<file path="config.mk">
export PLATFORM = sky130hd
export DESIGN_NAME = lvil_core
export DESIGN_NICKNAME = d
export VERILOG_FILES = /design/src/lvil_core.v
export VERILOG_INCLUDE_DIRS = /design/src
export SDC_FILE = /design/constraint.sdc
export NUM_CORES = 1
export LEC_CHECK = 0
export BUFFER_PORTS_ARGS = -buffer_cell sky130_fd_sc_hd__buf_2
export CAP_MARGIN = 10
export CORE_MARGIN = 5
export CORE_UTILIZATION = 48
export CTS_CLUSTER_SIZE = 10
export DETAILED_ROUTE_END_ITERATION = 10
export PLACE_DENSITY = 0.77
export SYNTH_ARGS = -nofsm -noshare
export SYNTH_HDL_FRONTEND = slang
export SYNTH_SLANG_ARGS = --single-unit
</file>
<file path="constraint.sdc">
create_clock -name ref_clk_i -period 1.8 [get_ports ref_clk_i]
set_input_delay 0.18 -clock ref_clk_i [delete_from_list [all_inputs] [get_ports ref_clk_i]]
set_output_delay 0.18 -clock ref_clk_i [all_outputs]
set_load 0.05 [all_outputs]
</file>
<file path="src/lvil_consts.vh">
// Constants for the low-voltage inhibit logic
`ifndef LVIL_CONSTS_VH
`define LVIL_CONSTS_VH

// ****************************************
// Register byte offsets
// ****************************************
`define LVIL_OFS_CONFIG 8'h00
`define LVIL_OFS_STATUS 8'h04
`define LVIL_OFS_EVENT 8'h08
`define LVIL_OFS_MASK 8'h0C

// ****************************************
// Field positions and reset values
// ****************************************
`define LVIL_CFG_PWR 0
`define LVIL_CFG_RST 1
`define LVIL_CFG_STOP 2
`define LVIL_CFG_W 3
`define LVIL_CFG_RESET 3'h3
`define LVIL_ST_FLAG 0
`define LVIL_ST_TRIP 1
`define LVIL_ST_ACTIVE 2
`define LVIL_ST_BELOW 3
`define LVIL_ST_ABOVE 4
`define LVIL_EV_TRIP 0
`define LVIL_EV_FLAG 1
`define LVIL_EV_RELEASE 2
`define LVIL_EV_W 3
`define LVIL_EV_RESET 3'h0
`define LVIL_MASK_RESET 3'h0

// ****************************************
// Timing counts
// ****************************************
`define LVIL_FILTER_CYCLES 4'h9
`define LVIL_FLAG_MIN_CYCLES 6'h20
`define LVIL_FLAG_MAX_CYCLES 6'h28
`define LVIL_FLAG_SET_CYCLES 6'h24

// ****************************************
// Bus answers
// ****************************************
`define LVIL_RESP_OKAY 2'h0
`define LVIL_RESP_SLVERR 2'h2

`endif

</file>
<file path="src/lvil_core.v">
// Low-voltage inhibit logic: supply filter, forced reset, flag and register slave
`include "lvil_consts.vh"
`default_nettype none

module lvil_core #(
	parameter ADDR_W = 8,
	parameter [3:0] FILTER_CYCLES = `LVIL_FILTER_CYCLES,
	parameter [5:0] FLAG_SET_CYCLES = `LVIL_FLAG_SET_CYCLES
) (
	input wire ref_clk_i, // 100 MHz clock
	input wire rst_i, // Synchronous reset, active high
	input wire clk_en_i, // Freezes all state while low
	input wire cpu_cycle_i, // One-cycle strobe per CPU cycle
	input wire xtal_tick_i, // One-cycle strobe per crystal clock cycle
	input wire wait_mode_i, // Processor in wait mode
	input wire stop_mode_i, // Processor in stop mode
	input wire sys_reset_i, // Any other chip reset source active
	input wire below_falling_i, // Comparator: supply at or below falling level
	input wire above_rising_i, // Comparator: supply above rising level
	output wire monitor_power_o, // Powers the comparator and reference
	output reg chip_reset_o, // Forced low-voltage reset
	output wire reset_pin_o, // Reset pin output level
	output wire reset_pin_oe_o, // Reset pin drive enable
	output reg irq_o, // Supervisor event line to the system controller
	input wire [ADDR_W-1:0] s_axi_awaddr_i, // Write address
	input wire s_axi_awvalid_i, // Write address valid
	output wire s_axi_awready_o, // Write address ready
	input wire [31:0] s_axi_wdata_i, // Write data
	input wire [3:0] s_axi_wstrb_i, // Write byte strobes
	input wire s_axi_wvalid_i, // Write data valid
	output wire s_axi_wready_o, // Write data ready
	output reg [1:0] s_axi_bresp_o, // Write response
	output reg s_axi_bvalid_o, // Write response valid
	input wire s_axi_bready_i, // Write response ready
	input wire [ADDR_W-1:0] s_axi_araddr_i, // Read address
	input wire s_axi_arvalid_i, // Read address valid
	output wire s_axi_arready_o, // Read address ready
	output reg [31:0] s_axi_rdata_o, // Read data
	output reg [1:0] s_axi_rresp_o, // Read response
	output reg s_axi_rvalid_o, // Read data valid
	input wire s_axi_rready_i // Read data ready
);

	// ****************************************
	// Declarations
	// ****************************************
	reg [2:0] below_sync_reg;
	reg [2:0] above_sync_reg;
	reg below_reg;
	reg above_reg;
	reg [`LVIL_CFG_W-1:0] cfg_reg;
	reg [`LVIL_EV_W-1:0] event_reg;
	reg [`LVIL_EV_W-1:0] event_next;
	reg [`LVIL_EV_W-1:0] mask_reg;
	wire filt_done;
	wire flag_done;
	reg flag_reg;
	reg flag_next;
	reg trip_next;
	reg aw_hold_reg;
	reg [ADDR_W-1:0] aw_addr_reg;
	reg w_hold_reg;
	reg [31:0] w_data_reg;
	reg w_strb0_reg;
	reg [31:0] rd_data;
	reg rd_hit;
	wire pwr_en;
	wire rst_en;
	wire stop_en;
	wire active;
	wire reset_armed;
	wire stop_bypass;
	wire any_reset;
	wire wr_fire;
	wire wr_hit;
	wire ar_fire;
	wire ev_read;
	wire [`LVIL_EV_W-1:0] ev_set;

	assign pwr_en = cfg_reg[`LVIL_CFG_PWR];
	assign rst_en = cfg_reg[`LVIL_CFG_RST];
	assign stop_en = cfg_reg[`LVIL_CFG_STOP];

	// ****************************************
	// Comparator synchronisers
	// ****************************************
	// The comparator outputs are analog and asynchronous; a new level is
	// accepted only when the second and third stages agree.
	always @(posedge ref_clk_i)
	begin
		if (rst_i)
		begin
			below_sync_reg <= 3'h0;
			above_sync_reg <= 3'h0;
			below_reg <= 1'b0;
			above_reg <= 1'b0;
		end
		else if (clk_en_i)
		begin
			below_sync_reg <= {below_sync_reg[1:0], below_falling_i};
			above_sync_reg <= {above_sync_reg[1:0], above_rising_i};
			if (below_sync_reg[1] == below_sync_reg[2])
				below_reg <= below_sync_reg[2];
			if (above_sync_reg[1] == above_sync_reg[2])
				above_reg <= above_sync_reg[2];
		end
	end

	// ****************************************
	// Monitor enables
	// ****************************************
	// Wait mode does not enter this term: the monitor keeps running there.
	assign active = pwr_en & (~stop_mode_i | stop_en);
	assign reset_armed = active & rst_en;
	// CPU cycles stop in stop mode, so the filter could never complete there.
	assign stop_bypass = reset_armed & stop_mode_i & below_reg;
	assign monitor_power_o = pwr_en;
	assign any_reset = sys_reset_i | chip_reset_o;

	// ****************************************
	// Reset filter and forced reset
	// ****************************************
	always @*
	begin
		trip_next = chip_reset_o;
		if (chip_reset_o)
		begin
			// One cycle above the rising level releases; stop has no CPU cycles
			if (above_reg && (cpu_cycle_i || stop_mode_i))
				trip_next = 1'b0;
		end
		else if (reset_armed && filt_done)
			trip_next = 1'b1;
		else if (stop_bypass)
			trip_next = 1'b1;
	end

	// Restarts whenever the supply is seen back above the falling level
	lvil_run_cnt #(
		.W(4),
		.LIMIT(FILTER_CYCLES)
	) u_filt_cnt (
		.ref_clk_i(ref_clk_i),
		.rst_i(rst_i),
		.clk_en_i(clk_en_i),
		.run_i(active & below_reg),
		.tick_i(cpu_cycle_i),
		.cnt_o(),
		.done_o(filt_done)
	);

	always @(posedge ref_clk_i)
	begin
		if (rst_i)
			chip_reset_o <= 1'b0;
		else if (clk_en_i)
			chip_reset_o <= trip_next;
	end

	// Open-drain pin: only ever pulled low, and only during a forced reset
	assign reset_pin_o = 1'b0;
	assign reset_pin_oe_o = chip_reset_o;

	// ****************************************
	// Low-voltage flag
	// ****************************************
	// Fed straight from the comparator level so polling works without resets.
	always @*
	begin
		flag_next = flag_reg;
		if (any_reset)
			flag_next = 1'b0;
		else if (above_reg)
			flag_next = 1'b0;
		else if (below_reg && flag_done)
			flag_next = 1'b1;
	end

	lvil_run_cnt #(
		.W(6),
		.LIMIT(FLAG_SET_CYCLES)
	) u_flag_cnt (
		.ref_clk_i(ref_clk_i),
		.rst_i(rst_i),
		.clk_en_i(clk_en_i),
		.run_i(active & below_reg),
		.tick_i(xtal_tick_i),
		.cnt_o(),
		.done_o(flag_done)
	);

	always @(posedge ref_clk_i)
	begin
		if (rst_i)
			flag_reg <= 1'b0;
		else if (clk_en_i)
			flag_reg <= flag_next;
	end

	// ****************************************
	// Event status and system event line
	// ****************************************
	// This line goes to the system controller, never to the CPU interrupt logic.
	assign ev_set[`LVIL_EV_TRIP] = trip_next & ~chip_reset_o;
	assign ev_set[`LVIL_EV_FLAG] = flag_next & ~flag_reg;
	assign ev_set[`LVIL_EV_RELEASE] = chip_reset_o & ~trip_next;

	always @*
	begin
		event_next = event_reg;
		if (ev_read)
			event_next = {`LVIL_EV_W{1'b0}};
		// A new event in the clearing cycle survives the read
		event_next = event_next | ev_set;
	end

	always @(posedge ref_clk_i)
	begin
		if (rst_i)
		begin
			event_reg <= `LVIL_EV_RESET;
			irq_o <= 1'b0;
		end
		else if (clk_en_i)
		begin
			event_reg <= event_next;
			irq_o <= |(event_next & mask_reg);
		end
	end

	// ****************************************
	// Register slave
	// ****************************************
	// Ready drops with the clock enable so no handshake is taken while frozen.
	assign s_axi_awready_o = ~aw_hold_reg & clk_en_i;
	assign s_axi_wready_o = ~w_hold_reg & clk_en_i;
	assign s_axi_arready_o = ~s_axi_rvalid_o & clk_en_i;
	assign wr_fire = aw_hold_reg & w_hold_reg & ~s_axi_bvalid_o;
	assign wr_hit = aw_addr_reg == `LVIL_OFS_CONFIG || aw_addr_reg == `LVIL_OFS_MASK;
	assign ar_fire = s_axi_arvalid_i & s_axi_arready_o;
	assign ev_read = ar_fire & (s_axi_araddr_i == `LVIL_OFS_EVENT);

	always @*
	begin
		rd_data = 32'h0000_0000;
		rd_hit = 1'b1;
		case (s_axi_araddr_i)
			`LVIL_OFS_CONFIG:
				rd_data[`LVIL_CFG_W-1:0] = cfg_reg;
			`LVIL_OFS_STATUS:
			begin
				rd_data[`LVIL_ST_FLAG] = flag_reg;
				rd_data[`LVIL_ST_TRIP] = chip_reset_o;
				rd_data[`LVIL_ST_ACTIVE] = active;
				rd_data[`LVIL_ST_BELOW] = below_reg;
				rd_data[`LVIL_ST_ABOVE] = above_reg;
			end
			`LVIL_OFS_EVENT:
				rd_data[`LVIL_EV_W-1:0] = event_reg;
			`LVIL_OFS_MASK:
				rd_data[`LVIL_EV_W-1:0] = mask_reg;
			default:
				rd_hit = 1'b0;
		endcase
	end

	always @(posedge ref_clk_i)
	begin
		if (rst_i)
		begin
			cfg_reg <= `LVIL_CFG_RESET;
			mask_reg <= `LVIL_MASK_RESET;
			aw_hold_reg <= 1'b0;
			aw_addr_reg <= {ADDR_W{1'b0}};
			w_hold_reg <= 1'b0;
			w_data_reg <= 32'h0000_0000;
			w_strb0_reg <= 1'b0;
			s_axi_bvalid_o <= 1'b0;
			s_axi_bresp_o <= `LVIL_RESP_OKAY;
			s_axi_rvalid_o <= 1'b0;
			s_axi_rresp_o <= `LVIL_RESP_OKAY;
			s_axi_rdata_o <= 32'h0000_0000;
		end
		else if (clk_en_i)
		begin
			if (s_axi_awvalid_i && s_axi_awready_o)
			begin
				aw_hold_reg <= 1'b1;
				aw_addr_reg <= s_axi_awaddr_i;
			end
			if (s_axi_wvalid_i && s_axi_wready_o)
			begin
				w_hold_reg <= 1'b1;
				w_data_reg <= s_axi_wdata_i;
				w_strb0_reg <= s_axi_wstrb_i[0];
			end
			if (wr_fire)
			begin
				aw_hold_reg <= 1'b0;
				w_hold_reg <= 1'b0;
				s_axi_bvalid_o <= 1'b1;
				s_axi_bresp_o <= wr_hit ? `LVIL_RESP_OKAY : `LVIL_RESP_SLVERR;
				// All fields sit in byte lane 0
				if (w_strb0_reg && aw_addr_reg == `LVIL_OFS_CONFIG)
					cfg_reg <= w_data_reg[`LVIL_CFG_W-1:0];
				if (w_strb0_reg && aw_addr_reg == `LVIL_OFS_MASK)
					mask_reg <= w_data_reg[`LVIL_EV_W-1:0];
			end
			else if (s_axi_bvalid_o && s_axi_bready_i)
				s_axi_bvalid_o <= 1'b0;
			if (ar_fire)
			begin
				s_axi_rvalid_o <= 1'b1;
				s_axi_rdata_o <= rd_data;
				s_axi_rresp_o <= rd_hit ? `LVIL_RESP_OKAY : `LVIL_RESP_SLVERR;
			end
			else if (s_axi_rvalid_o && s_axi_rready_i)
				s_axi_rvalid_o <= 1'b0;
		end
	end

endmodule

// ****************************************
// Run-length counter
// ****************************************
// Saturates at its limit so a long low spell cannot wrap and lose the trip.
module lvil_run_cnt #(
	parameter W = 4,
	parameter [W-1:0] LIMIT = {W{1'b1}}
) (
	input wire ref_clk_i, // Clock
	input wire rst_i, // Synchronous reset, active high
	input wire clk_en_i, // Freezes the count while low
	input wire run_i, // Count allowed; low restarts from zero
	input wire tick_i, // One-cycle count strobe
	output reg [W-1:0] cnt_o, // Current count
	output wire done_o // Count has reached the limit
);

	assign done_o = cnt_o == LIMIT;

	always @(posedge ref_clk_i)
	begin
		if (rst_i)
			cnt_o <= {W{1'b0}};
		else if (clk_en_i)
		begin
			if (!run_i)
				cnt_o <= {W{1'b0}};
			else if (tick_i && !done_o)
				cnt_o <= cnt_o + {{(W-1){1'b0}}, 1'b1};
		end
	end

endmodule

`default_nettype wire

</file>
**Word-level counts from Yosys, hierarchy flattened**

Index checks and enable logic that the tools add are counted.

- $add $sub $neg: 2
- Equal/unequal tests: 10
- Multiplexer cells: 25
- Bitwise gates (word level): 27
- Reductions and logical operators: 37

Operators by type and width:

| cell | number |
|---|---|
| $eq 8x4->1 const B | 3 |
| $reduce_and 2->1 | 12 |
| $logic_not 8->1 | 2 |
| $mux 1 | 16 |
| $and 1x1->1 | 15 |
| $mux 6 | 2 |
| $pmux 3 s4 | 1 |
| $logic_and 1x1->1 | 11 |
| $eq 8x3->1 const B | 1 |
| $mux 4 | 2 |
| $not 1->1 | 8 |
| $reduce_bool 2->1 | 4 |
| $add 6x1->6 const B | 1 |
| $eq 6x6->1 const B | 1 |
| $mux 2 | 3 |
| $reduce_and 3->1 | 2 |
| $add 4x1->4 const B | 1 |
| $eq 4x4->1 const B | 1 |
| $reduce_or 4->1 | 1 |
| $and 3x3->3 | 1 |
| $mux 3 | 1 |
| $or 3x3->3 | 1 |
| $reduce_or 3->1 | 1 |
| $eq 1x1->1 | 2 |
| other kinds (5) | 8 |

- Register bits after elaboration: 55
- Input bits: 67
- Output and inout bits: 46
- Logic and storage cells: 123

**Logic depth before layout (Yosys ltp)**

Gate-level depths: netlist of the first run.

- Depth after elaboration: 14
- Depth in mapped cells: 6
- Depth with buffers taken out: 6

**Hierarchy**

From an unflattened synthesis of the first run, not the netlist that was laid out.

- Cell total of the unflattened synthesis: 305
- Area total of the unflattened synthesis: 2745.1 sq um

Modules (own cells, without submodules):

| module | times used | cells an instance | area each (sq um) | seq. area each (sq um) |
|---|---|---|---|---|
| lvil_core | 1 | 229 | 2089.5 | 860.8 |
| lvil_run_cnt at u_flag_cnt | 1 | 47 | 387.9 | 120.1 |
| lvil_run_cnt at u_filt_cnt | 1 | 29 | 267.8 | 80.1 |

**Worst setup path after synthesis of the first run**

No wires, ideal clock.

- Path type: register to register
- Start point: register u_flag_cnt.cnt_o[0]
- End point: register u_flag_cnt.cnt_o[2]
- Arrival: 1.408 ns
- Data required time: 1.668 ns
- Slack: 0.260 ns
- Cell stages (with the launch flop): 7
- Path buffers: 0
- Period minus slack after synthesis: 1.540 ns
- Cells stage by stage: dfxtp_1 > inv_1 > ha_1 > and4bb_2 > and2_1 > o311ai_0 > a21oi_1

- Word-level cells in the longest chain between the ends: 5
- Elaborated cells on any way between the ends: 8
- Those cells by class: 1 x add/sub; 2 x eq/ne; 2 x mux; 3 x reduce/logical

Ends and longest elaborated chain:

| item | RTL line | RTL |
|---|---|---|
| start: declaration | lvil_core.v:337 | `output reg [W-1:0] cnt_o,` |
| start signal: assignment | lvil_core.v:346 | `cnt_o <= {W{1'b0}};` |
| start signal: assignment | lvil_core.v:350 | `cnt_o <= {W{1'b0}};` |
| start signal: assignment | lvil_core.v:352 | `cnt_o <= cnt_o + {{(W-1){1'b0}}, 1'b1};` |
| branches (longest 5 deep; another with $add 6x1->6) | - |  |

Parallel ways; which one is timed is not known. The select of a mux whose other input is x is not followed.
A chain may end at the register's enable or synchronous reset.

**Worst setup path in the final report of the first run**

- Start point: register u_flag_cnt.cnt_o[1]
- End point: register u_flag_cnt.cnt_o[2]

Same word-level chain as after synthesis.

==> results by group, run 1 <==
Outcome
  • Run status: finished clean

Layout
  • Nets: 415
  • Number of flip-flops in the largest register: 8
  • Fill cells: 516
  • Layout area overhead: 11.0%
  • Layout cells sized above 1: 20.3%
  • # diodes: 0

Synthesis
  • Dominant synthesized flop cell: dfxtp_1
  • Synthesized flop and latch total: 53
  • XOR/XNOR Fraction of Synth Area: 2.32%
  • Post-Synth Simple-Gate Area: 21.8%
  • Sequential fraction of the synthesis area: 40.2%
  • Post-synth EDFFs: 0
  • FFs w/ async S/R, synth: 0%
  • Syn_area_per_cell: 8.98 µm²
  • Post-Syn Instances: 294
  • Mux contribution to synthesized area: 11.2%
  • Main combinational cell family by area after synthesis: simple AND/OR/NAND/NOR gates
  • Compound-Gate Fraction of Synth Area: 10.5%
  • Post-Synth Adder-Cell Area: 1.90%
  • Cell area after synthesis: 0.00264 mm²
  • Yosys warns: 0
  • Yosys cell types: 49

Setup path
  • Critical path arrival: 1810 ps
  • Crit path cell chain: inv_1 -> ha_1 -> and4bb_2 -> and2_1 -> o311ai_1 -> a21oi_1
  • Reg2reg start: u_flag_cnt.cnt_o[1]
  • Max stage delay on crit path: 400 ps
  • Crit. End Element: flop
  • CP Max Fanout: 5
  • Data required time of the critical path: 1970 ps
  • Critical path launch point: u_flag_cnt.cnt_o[1]
  • Startpoint types: flop
  • Slowest-stage cell, CP: dfxtp_1
  • Crit path kind: flop to flop

STA
  • RSZ-0062 raised after global routing: false
  • Setup tns final: 0 ps
  • Fin. Hold Viols: 0
  • Setup Viol. Count Final: 0
  • Slew margin rel.: 64.0%
  • Fin crit period: 1630 ps
  • Slew Limit Fails: 0
  • Worst Tran Pin Value: 535 ps
  • Max Clock Freq: 612 MHz
  • Tcrit/Tclk final: 90.7%
  • Final Skew: 10.4 ps

Placement
  • Post-DP HPWL: 4160 µm
  • GP Congestion: 0.804
  • I/O Buffers: 49

Routing
  • Routed WL: 5330 µm
  • TritonRoute pass-1 iters: 4
  • Drt initial violations: 105
  • Top routing layer used: met4
  • Via count: 2095
  • Met3 wire len: 482 µm
  • WL/cell: 12.8 µm
  • DR vias/cell: 5.02
  • DRC: 0
  • ANT nets after route: 0
  • M1 WL: 2380 µm
  • DR WL met2: 2350 µm

Global route
  • GRT Util Overall: 15.0%
  • Vias in the first global route: 1934
  • Global-route wire length before repair: 8740 µm
  • Total grt overflow: 0
  • Largest net degree at the start of global routing: 31
  • Initial antenna violation count: 0

CTS
  • Worst-Skew Late Latency: 300 ps
  • CTS Buffer Depth: 2
  • CTS tree: done
  • H-tree depth: 2
  • CTS Sinks: 53
  • Clock buffer count from CTS: 5
  • # hold bufs at CTS: 0
  • Setup bufs post-CTS: 0
  • Clk root buf: clkbuf_8
  • CTS resizes: 0
  • Worst-path clk slew: 90 ps

Floorplanning
  • Width of the die: 84.2 µm
  • Row cnt: 27
  • Die ar.: 0.00708 mm²
  • Starting Density: 48.5%
  • Core Area: 0.00544 mm²
  • Die span in y: 84.2 µm
  • Top-Level Pins: 113

Worst hold path
  • Min-Delay Startpoint: s_axi_wdata_i[2]
  • Hold Crit Class: primary input to flop

Power
  • Leak Pwr: 0.00129 µW
  • Max IR drop VDD: 0.503 mV
  • Pwr dens: 762 mW/mm²
  • Total power: 2230 µW

Job
  • Maxcap violations: 0
==> cell type report <==
cell class | count | area (µm²) | share of cell area, %
timing repair buffer | 55 | 290 | 9.90
sequential | 53 | 1060 | 36.2
multi-input combinational | 220 | 1370 | 46.8
inverter | 9 | 33.8 | 1.15
clock buffer | 7 | 76.3 | 2.60
clock inverter | 1 | 7.51 | 0.256
tap | 72 | 90.1 | 3.07
==> synthesized netlist by cell type (2+ instances only) <==
library cell | instances | area share (%)
nand2_1 | 18 | 2.6
a21o_1 | 2 | 0.57
xor2_1 | 3 | 1.0
buf_2 | 3 | 0.57
a22oi_1 | 2 | 0.57
a32oi_1 | 2 | 0.66
ha_1 | 4 | 1.9
a31oi_1 | 2 | 0.47
nor2b_1 | 5 | 1.2
a21oi_1 | 17 | 3.2
dfxtp_1 | 53 | 40
and2_1 | 2 | 0.47
mux2i_1 | 24 | 9.1
buf_4 | 33 | 9.4
nor2_1 | 42 | 6.0
nand3b_1 | 5 | 1.4
nand4_1 | 5 | 1.2
o21ai_0 | 8 | 1.5
mux4_2 | 2 | 1.7
nand2b_1 | 9 | 2.1
inv_1 | 9 | 1.3
xnor2_1 | 4 | 1.3
nor3_1 | 7 | 1.3
nand3_1 | 5 | 0.95
clkbuf_1 | 4 | 0.57
==> path summary, 6_finish.rpt <==
kind | end | slack (ps) | depth (start not counted)
max | u_flag_cnt.cnt_o[2] | 170 | 6
min | w_data_reg[2] | 110 | 3
max reg2reg | u_flag_cnt.cnt_o[2] | 170 | 6
min reg2reg | s_axi_rdata_o[2] | 460 | 2
==> cell usage in the layout, fill, tap and decap left out, drive strengths merged, types with 2 or more instances in the layout <==
cell type / instances
a22oi: 2
xor2: 3
nand2: 18
nor2: 43
mux2i: 24
o21ai: 8
conb: 30
nor4: 2
buf: 55
nor3: 8
a21o: 2
a31oi: 2
xnor2: 4
nand2b: 9
a21oi: 17
and2: 2
clkbuf: 7
ha: 4
mux4: 2
dfxtp: 53
nand3b: 5
inv: 9
nand4: 6
nor2b: 5
nand3: 5
a32oi: 2
==> report_power, final <==
part	total (µW)	internal [µW]	switching [µW]
clock	644	276	369
sequential	1220	1200	21.8
combinational	369	91.4	277
==> cell families (layout without fill, tap and decap cells) <==
| logic type | after synthesis | count (layout) |
|---|---|---|
| flops | 53 | 53 |
| other cells | 1 | 30 |
| simple gates | 109 | 109 |
| fa+ha+maj | 4 | 4 |
| buf+inv | 50 | 72 |
| mux | 27 | 27 |
| compound gates | 43 | 43 |
| xor+xnor | 7 | 7 |
==> layer usage <==
| metal | up-vias | GRT usage [%] |
|---|---|---|
| li1 | 1055 | - |
| met1 | 942 | 19.0 |
| met2 | 87 | 23.7 |
| met3 | 11 | 5.10 |
| met4 | 0 | 5.56 |
| met5 | - | 0 |
==> stage by stage <==
| step | worst slack, ps | cells | area [µm²] | hold slack (ps) | utilization [%] |
|---|---|---|---|---|---|
| after floorplan | 260 | 323 | 2750 | 324 | - |
| after global placement | 187 | 409 | 2850 | 409 | 52.4 |
| after detailed placement | 102 | 409 | 2850 | 416 | 52.4 |
| after CTS | 97.3 | 417 | 2930 | 94.9 | 53.9 |
| after global routing | 68.8 | 417 | 2930 | 93.9 | 53.9 |
| final | 167 | 417 | 2930 | 106 | 53.9 |
==> worst max-delay path: cells and delay by family (launching register included) <==
kind	cells	cell delay (ps)
buffers and inverters	1	60
adders and majority gates	1	190
and+or+nand+nor	2	460
AOI/OAI and AO/OA	2	410
DFF	1	400
Power figures use the tool's default switching activity.
==> run 2: changes to the inputs <==
--- a/config.mk
+++ b/config.mk
@@ -8,11 +8,13 @@
 export LEC_CHECK = 0
 export BUFFER_PORTS_ARGS = -buffer_cell sky130_fd_sc_hd__buf_2
 export CAP_MARGIN = 10
+export CELL_PAD_IN_SITES_DETAIL_PLACEMENT = 0
+export CELL_PAD_IN_SITES_GLOBAL_PLACEMENT = 1
 export CORE_MARGIN = 5
-export CORE_UTILIZATION = 48
+export CORE_UTILIZATION = 34
 export CTS_CLUSTER_SIZE = 10
 export DETAILED_ROUTE_END_ITERATION = 10
-export PLACE_DENSITY = 0.77
+export PLACE_DENSITY = 0.76
 export SYNTH_ARGS = -nofsm -noshare
 export SYNTH_HDL_FRONTEND = slang
 export SYNTH_SLANG_ARGS = --single-unit
==> run 2 against run 1 <==
- register-to-register slack better by 60 ps
- worst hold slack worse by 13 ps
- sequential cell count stayed put
==> results by group, run 2 (synthesis results as in run 1) <==
Setup path
  • Critical path launch point: u_flag_cnt.cnt_o[0]
  • CP Max Fanout: 5
  • Startpoint types: flop
  • Crit-path leading delay family: compound AO/OA/AOI/OAI gates
  • Crit path cell chain: inv_1 -> ha_1 -> and4bb_2 -> and2_1 -> o311ai_0 -> a21oi_1
  • Data required time of the critical path: 2000 ps
  • Max stage delay on crit path: 340 ps
  • Crit path kind: flop to flop
  • Reg2reg start: u_flag_cnt.cnt_o[0]
  • WP buf/inv: 1
  • Crit. End Element: flop
  • Slowest-stage cell, CP: dfxtp_1
  • Critical path arrival: 1770 ps

Worst hold path
  • Hold Crit Class: primary input to flop
  • Min-Delay Startpoint: s_axi_awaddr_i[7]

STA
  • Setup tns final: 0 ps
  • Slew Limit Fails: 0
  • Fin crit period: 1570 ps
  • Final Skew: 9.41 ps
  • Max Clock Freq: 637 MHz
  • Slew margin rel.: 66.1%
  • Tcrit/Tclk final: 87.2%
  • Fin worst setup slack: 230 ps
  • RSZ-0062 raised after global routing: false
  • Fin. Hold Viols: 0
  • Setup Viol. Count Final: 0
  • Worst Tran Pin Value: 507 ps

CTS
  • Clk root buf: clkbuf_8
  • Worst-path clk slew: 110 ps
  • CTS tree: done
  • Worst-Skew Late Latency: 310 ps
  • Clock buffer count from CTS: 5
  • CTS Buffer Depth: 2
  • CTS Sinks: 53
  • # hold bufs at CTS: 0
  • H-tree depth: 2
  • Setup bufs post-CTS: 0
  • CTS resizes: 0

Floorplanning
  • Core Area: 0.00765 mm²
  • Die ar.: 0.00963 mm²
  • Row cnt: 32
  • Width of the die: 98.1 µm
  • Starting Density: 34.5%
  • Die span in y: 98.1 µm
  • Top-Level Pins: 113

Layout
  • Nets: 417
  • Layout area overhead: 13.4%
  • Layout cells sized above 1: 21.3%
  • Commonest non-fill, non-tap cells in the layout: dfxtp_1 (53), buf_2 (49), nor2_1 (42), conb_1 (30), mux2i_1 (24)
  • Number of flip-flops in the largest register: 8
  • # diodes: 0
  • Most common cell after layout, fill and taps aside: dfxtp_1
  • Final Cell Area: 0.00299 mm²

Placement
  • Placed cell areas: 0.00290 mm²
  • Post-DP HPWL: 4420 µm
  • I/O Buffers: 49
  • Dpl ws: 217 ps
  • GP Congestion: 0.803

Global route
  • GRT Util Overall: 11.7%
  • Initial antenna violation count: 0
  • Largest net degree at the start of global routing: 22
  • Global-route wire length before repair: 9360 µm
  • Total grt overflow: 0
  • Vias in the first global route: 1926

Routing
  • Via count: 2073
  • DRC: 0
  • DR vias/cell: 4.62
  • ANT nets after route: 0
  • Drt initial violations: 83
  • TritonRoute pass-1 iters: 5
  • Routed WL: 5600 µm
  • WL/cell: 12.5 µm

Power
  • Max IR drop VDD: 0.323 mV
  • Pwr dens: 767 mW/mm²
  • Leak Pwr: 0.00130 µW
  • Total power: 2300 µW

Job
  • Maxcap violations: 0

Outcome
  • Run status: finished clean
[run 2: changes by cell type in the layout (fill, tap and decap cells not counted)]
cell      previous run  this run
inv_6                0         1
clkinv_4             0         1
o311ai_1             1         0
clkbuf_1             2         0
o311ai_0             0         1
buf_4                6         8
[run 2: worst paths after layout]
path	end	depth (start not counted)	slack (ps)
worst max-delay path	u_flag_cnt.cnt_o[2]	6	230
worst min-delay path	aw_addr_reg[7]	3	90
worst max register to register	u_flag_cnt.cnt_o[2]	6	230
worst min register to register	s_axi_rdata_o[2]	2	460
[run 2: area by class of cell]
class,count,area [µm²]
Fill cell,790,4650
Multi-Input combinational cell,220,1370
Sequential cell,53,1060
Timing Repair Buffer,57,305
Tap cell,102,128
Clock buffer,5,68.8
Inverter,9,33.8
Clock inverter,3,25.0
[run 2: worst reg2reg max path, cell delays in order (launching register included)]
cell,delay [ps]
dfxtp_1,340
inv_1,50
ha_1,190
and4bb_2,230
and2_1,210
o311ai_0,340
a21oi_1,120
[run 2: routing by layer]
layer	global-route usage [%]	vias to the layer above	part of all wire, %	wire, µm
li1	-	1058	-	-
met1	15.9	939	46	2580
met2	17.9	71	45	2530
met3	3.57	5	7.7	433
met4	3.51	0	1.0	57
met5	0	-	0	0
[run 2: power breakdown]
group          internal [µW]  leakage (µW)  switching (µW)
combinational           92.8      0.000827             278
sequential              1200      0.000430            21.5
clock                    282     0.0000447             423
[run 2: through the flow]
| step | cells | hold slack, ps | utilization, % |
|---|---|---|---|
| 2_1_floorplan | 323 | 324 | - |
| 3_3_place_gp | 441 | 412 | 37.9 |
| 3_5_place_dp | 441 | 418 | 37.9 |
| 4_1_cts | 449 | 79.5 | 39.2 |
| 5_1_grt | 449 | 74.6 | 39.2 |
| 6_report | 449 | 92.9 | 39.2 |
==> run 3: changes to the inputs <==
--- a/config.mk
+++ b/config.mk
@@ -10,7 +10,7 @@
 export CAP_MARGIN = 10
 export CELL_PAD_IN_SITES_DETAIL_PLACEMENT = 0
 export CELL_PAD_IN_SITES_GLOBAL_PLACEMENT = 1
-export CORE_MARGIN = 5
+export CORE_MARGIN = 2
 export CORE_UTILIZATION = 34
 export CTS_CLUSTER_SIZE = 10
 export DETAILED_ROUTE_END_ITERATION = 10
==> run 3 against run 2 <==
- critical path depth unchanged
- cell area is essentially flat
- sequential power hardly changed
- sequential share of layout area barely moved
- final cell count did not move
- core utilization is 0.22 points higher
- first-iteration DRC count grew 1.2%
- largest power group unchanged
- highest routed layer unchanged
==> results by group, run 3 (synthesis results as in run 1) <==
Floorplanning
  • Width of the die: 92.1 µm
  • Top-Level Pins: 113
  • Die ar.: 0.00849 mm²
  • Die span in y: 92.1 µm
  • Row cnt: 32
  • Starting Density: 34.7%
  • Core Area: 0.00761 mm²

CTS
  • Clk root buf: clkbuf_8
  • Worst-Skew Late Latency: 310 ps
  • CTS tree: done
  • CTS Sinks: 53
  • CTS resizes: 0
  • # hold bufs at CTS: 0
  • Clock buffer count from CTS: 5
  • Worst-path clk slew: 100 ps
  • CTS Buffer Depth: 2
  • H-tree depth: 2
  • Setup bufs post-CTS: 0

Setup path
  • Reg2reg setup slack: 200 ps
  • Critical path launch point: u_flag_cnt.cnt_o[0]
  • Crit path kind: flop to flop
  • Data required time of the critical path: 1990 ps
  • CP Max Fanout: 5
  • Reg2reg start: u_flag_cnt.cnt_o[0]
  • Crit. End Element: flop
  • Worst R2R End: u_flag_cnt.cnt_o[2]
  • Critical path arrival: 1800 ps
  • Startpoint types: flop
  • Worst setup endpoint: u_flag_cnt.cnt_o[2]
  • Worst-case reg-to-reg path depth: 6

STA
  • Slew margin rel.: 66.8%
  • Setup tns final: 0 ps
  • Fin crit period: 1600 ps
  • Max Clock Freq: 624 MHz
  • Worst Tran Pin Value: 496 ps
  • Fin. Hold Viols: 0
  • Final Skew: 6.14 ps
  • Fin Hold WS: 88.7 ps
  • Slew Limit Fails: 0
  • Fin worst setup slack: 197 ps
  • Tcrit/Tclk final: 89.1%
  • RSZ-0062 raised after global routing: false
  • Setup Viol. Count Final: 0

Placement
  • Post-DP HPWL: 4160 µm
  • Placed cell areas: 0.00290 mm²
  • GP Congestion: 0.803
  • Dpl ws: 200 ps
  • I/O Buffers: 49

Routing
  • DRC: 0
  • DR vias/cell: 4.62
  • Routed WL: 5340 µm
  • TritonRoute pass-1 iters: 4
  • Via count: 2076
  • WL/cell: 11.9 µm
  • Drt initial violations: 84
  • ANT nets after route: 0

Global route
  • GRT Util Overall: 12.6%
  • Global-route wire length before repair: 8710 µm
  • Largest net degree at the start of global routing: 27
  • Total grt overflow: 0
  • Initial antenna violation count: 0
  • Vias in the first global route: 1886

Layout
  • Final Cell Area: 0.00300 mm²
  • Number of flip-flops in the largest register: 8
  • # diodes: 0
  • Layout cells sized above 1: 21.3%
  • Nets: 417
  • Fill cells: 808
  • Commonest non-fill, non-tap cells in the layout: dfxtp_1 (53), buf_2 (49), nor2_1 (42), conb_1 (30), mux2i_1 (24)
  • Most common cell after layout, fill and taps aside: dfxtp_1
  • Final Util: 39.4%
  • Layout area overhead: 13.5%

Power
  • Leak Pwr: 0.00131 µW
  • Max IR drop VDD: 0.369 mV
  • Pwr dens: 765 mW/mm²

Outcome
  • Run status: finished clean

Job
  • Maxcap violations: 0

Worst hold path
  • Cells on Worst Hold Path: 3
  • Hold Crit Class: primary input to flop
==> run 3: cell types whose count changed in the layout (fill, tap and decap cells not counted) <==
cell / change
clkinv_4: +1
clkinvlp_4: -1
==> run 3: layer usage <==
layer	global-route usage, %	wire [µm]	vias up	part of all wire, %
li1	-	-	1061	-
met1	17.3	2640	943	49
met2	20.3	2340	67	44
met3	2.88	325	5	6.1
met4	2.99	38	0	0.71
met5	0	0	-	0
==> run 3: worst min-delay path by stage <==
stage / slack (ps) / end / start
after floorplan: 320 / aw_addr_reg[0] / s_axi_awaddr_i[0]
after global routing: 90 / aw_addr_reg[5] / s_axi_awaddr_i[5]
after CTS: 80 / aw_addr_reg[4] / s_axi_awaddr_i[4]
final: 90 / aw_addr_reg[4] / s_axi_awaddr_i[4]
after global placement: 410 / w_strb0_reg / s_axi_wstrb_i[0]
after detailed placement: 420 / aw_addr_reg[4] / s_axi_awaddr_i[4]
==> run 3: final cells by class <==
class,instances,area [µm²],share of cell area (%)
clock buffers,5,68.8,2.30
clock inverters,3,26.3,0.877
inverters,9,33.8,1.13
multi-input cells,220,1370,45.8
flip-flops and latches,53,1060,35.4
well taps,102,128,4.26
repair buffers,57,305,10.2
==> run 3: where the power goes <==
| part | total (µW) | leakage [µW] | switching, µW | internal, µW |
|---|---|---|---|---|
| logic | 369 | 0.000827 | 276 | 92.8 |
| clock network | 700 | 0.0000487 | 416 | 284 |
| registers | 1220 | 0.000430 | 21.6 | 1200 |
| total | 2290 | 0.00131 | 714 | 1580 |
==> run 3: through the flow <==
step / instances / power [µW]
5_1_grt: 449 / 2400
3_5_place_dp: 441 / 1620
3_3_place_gp: 441 / 1620
4_1_cts: 449 / 2320
2_1_floorplan: 323 / 1590
6_report: 449 / 2290
==> run 3: worst max-delay path, cell delays in order, from the launching register on <==
cell and delay, ps:
dfxtp_1 340, inv_1 50, ha_1 180, and4bb_2 230, and2_1 210, o311ai_0 360
a21oi_1 110
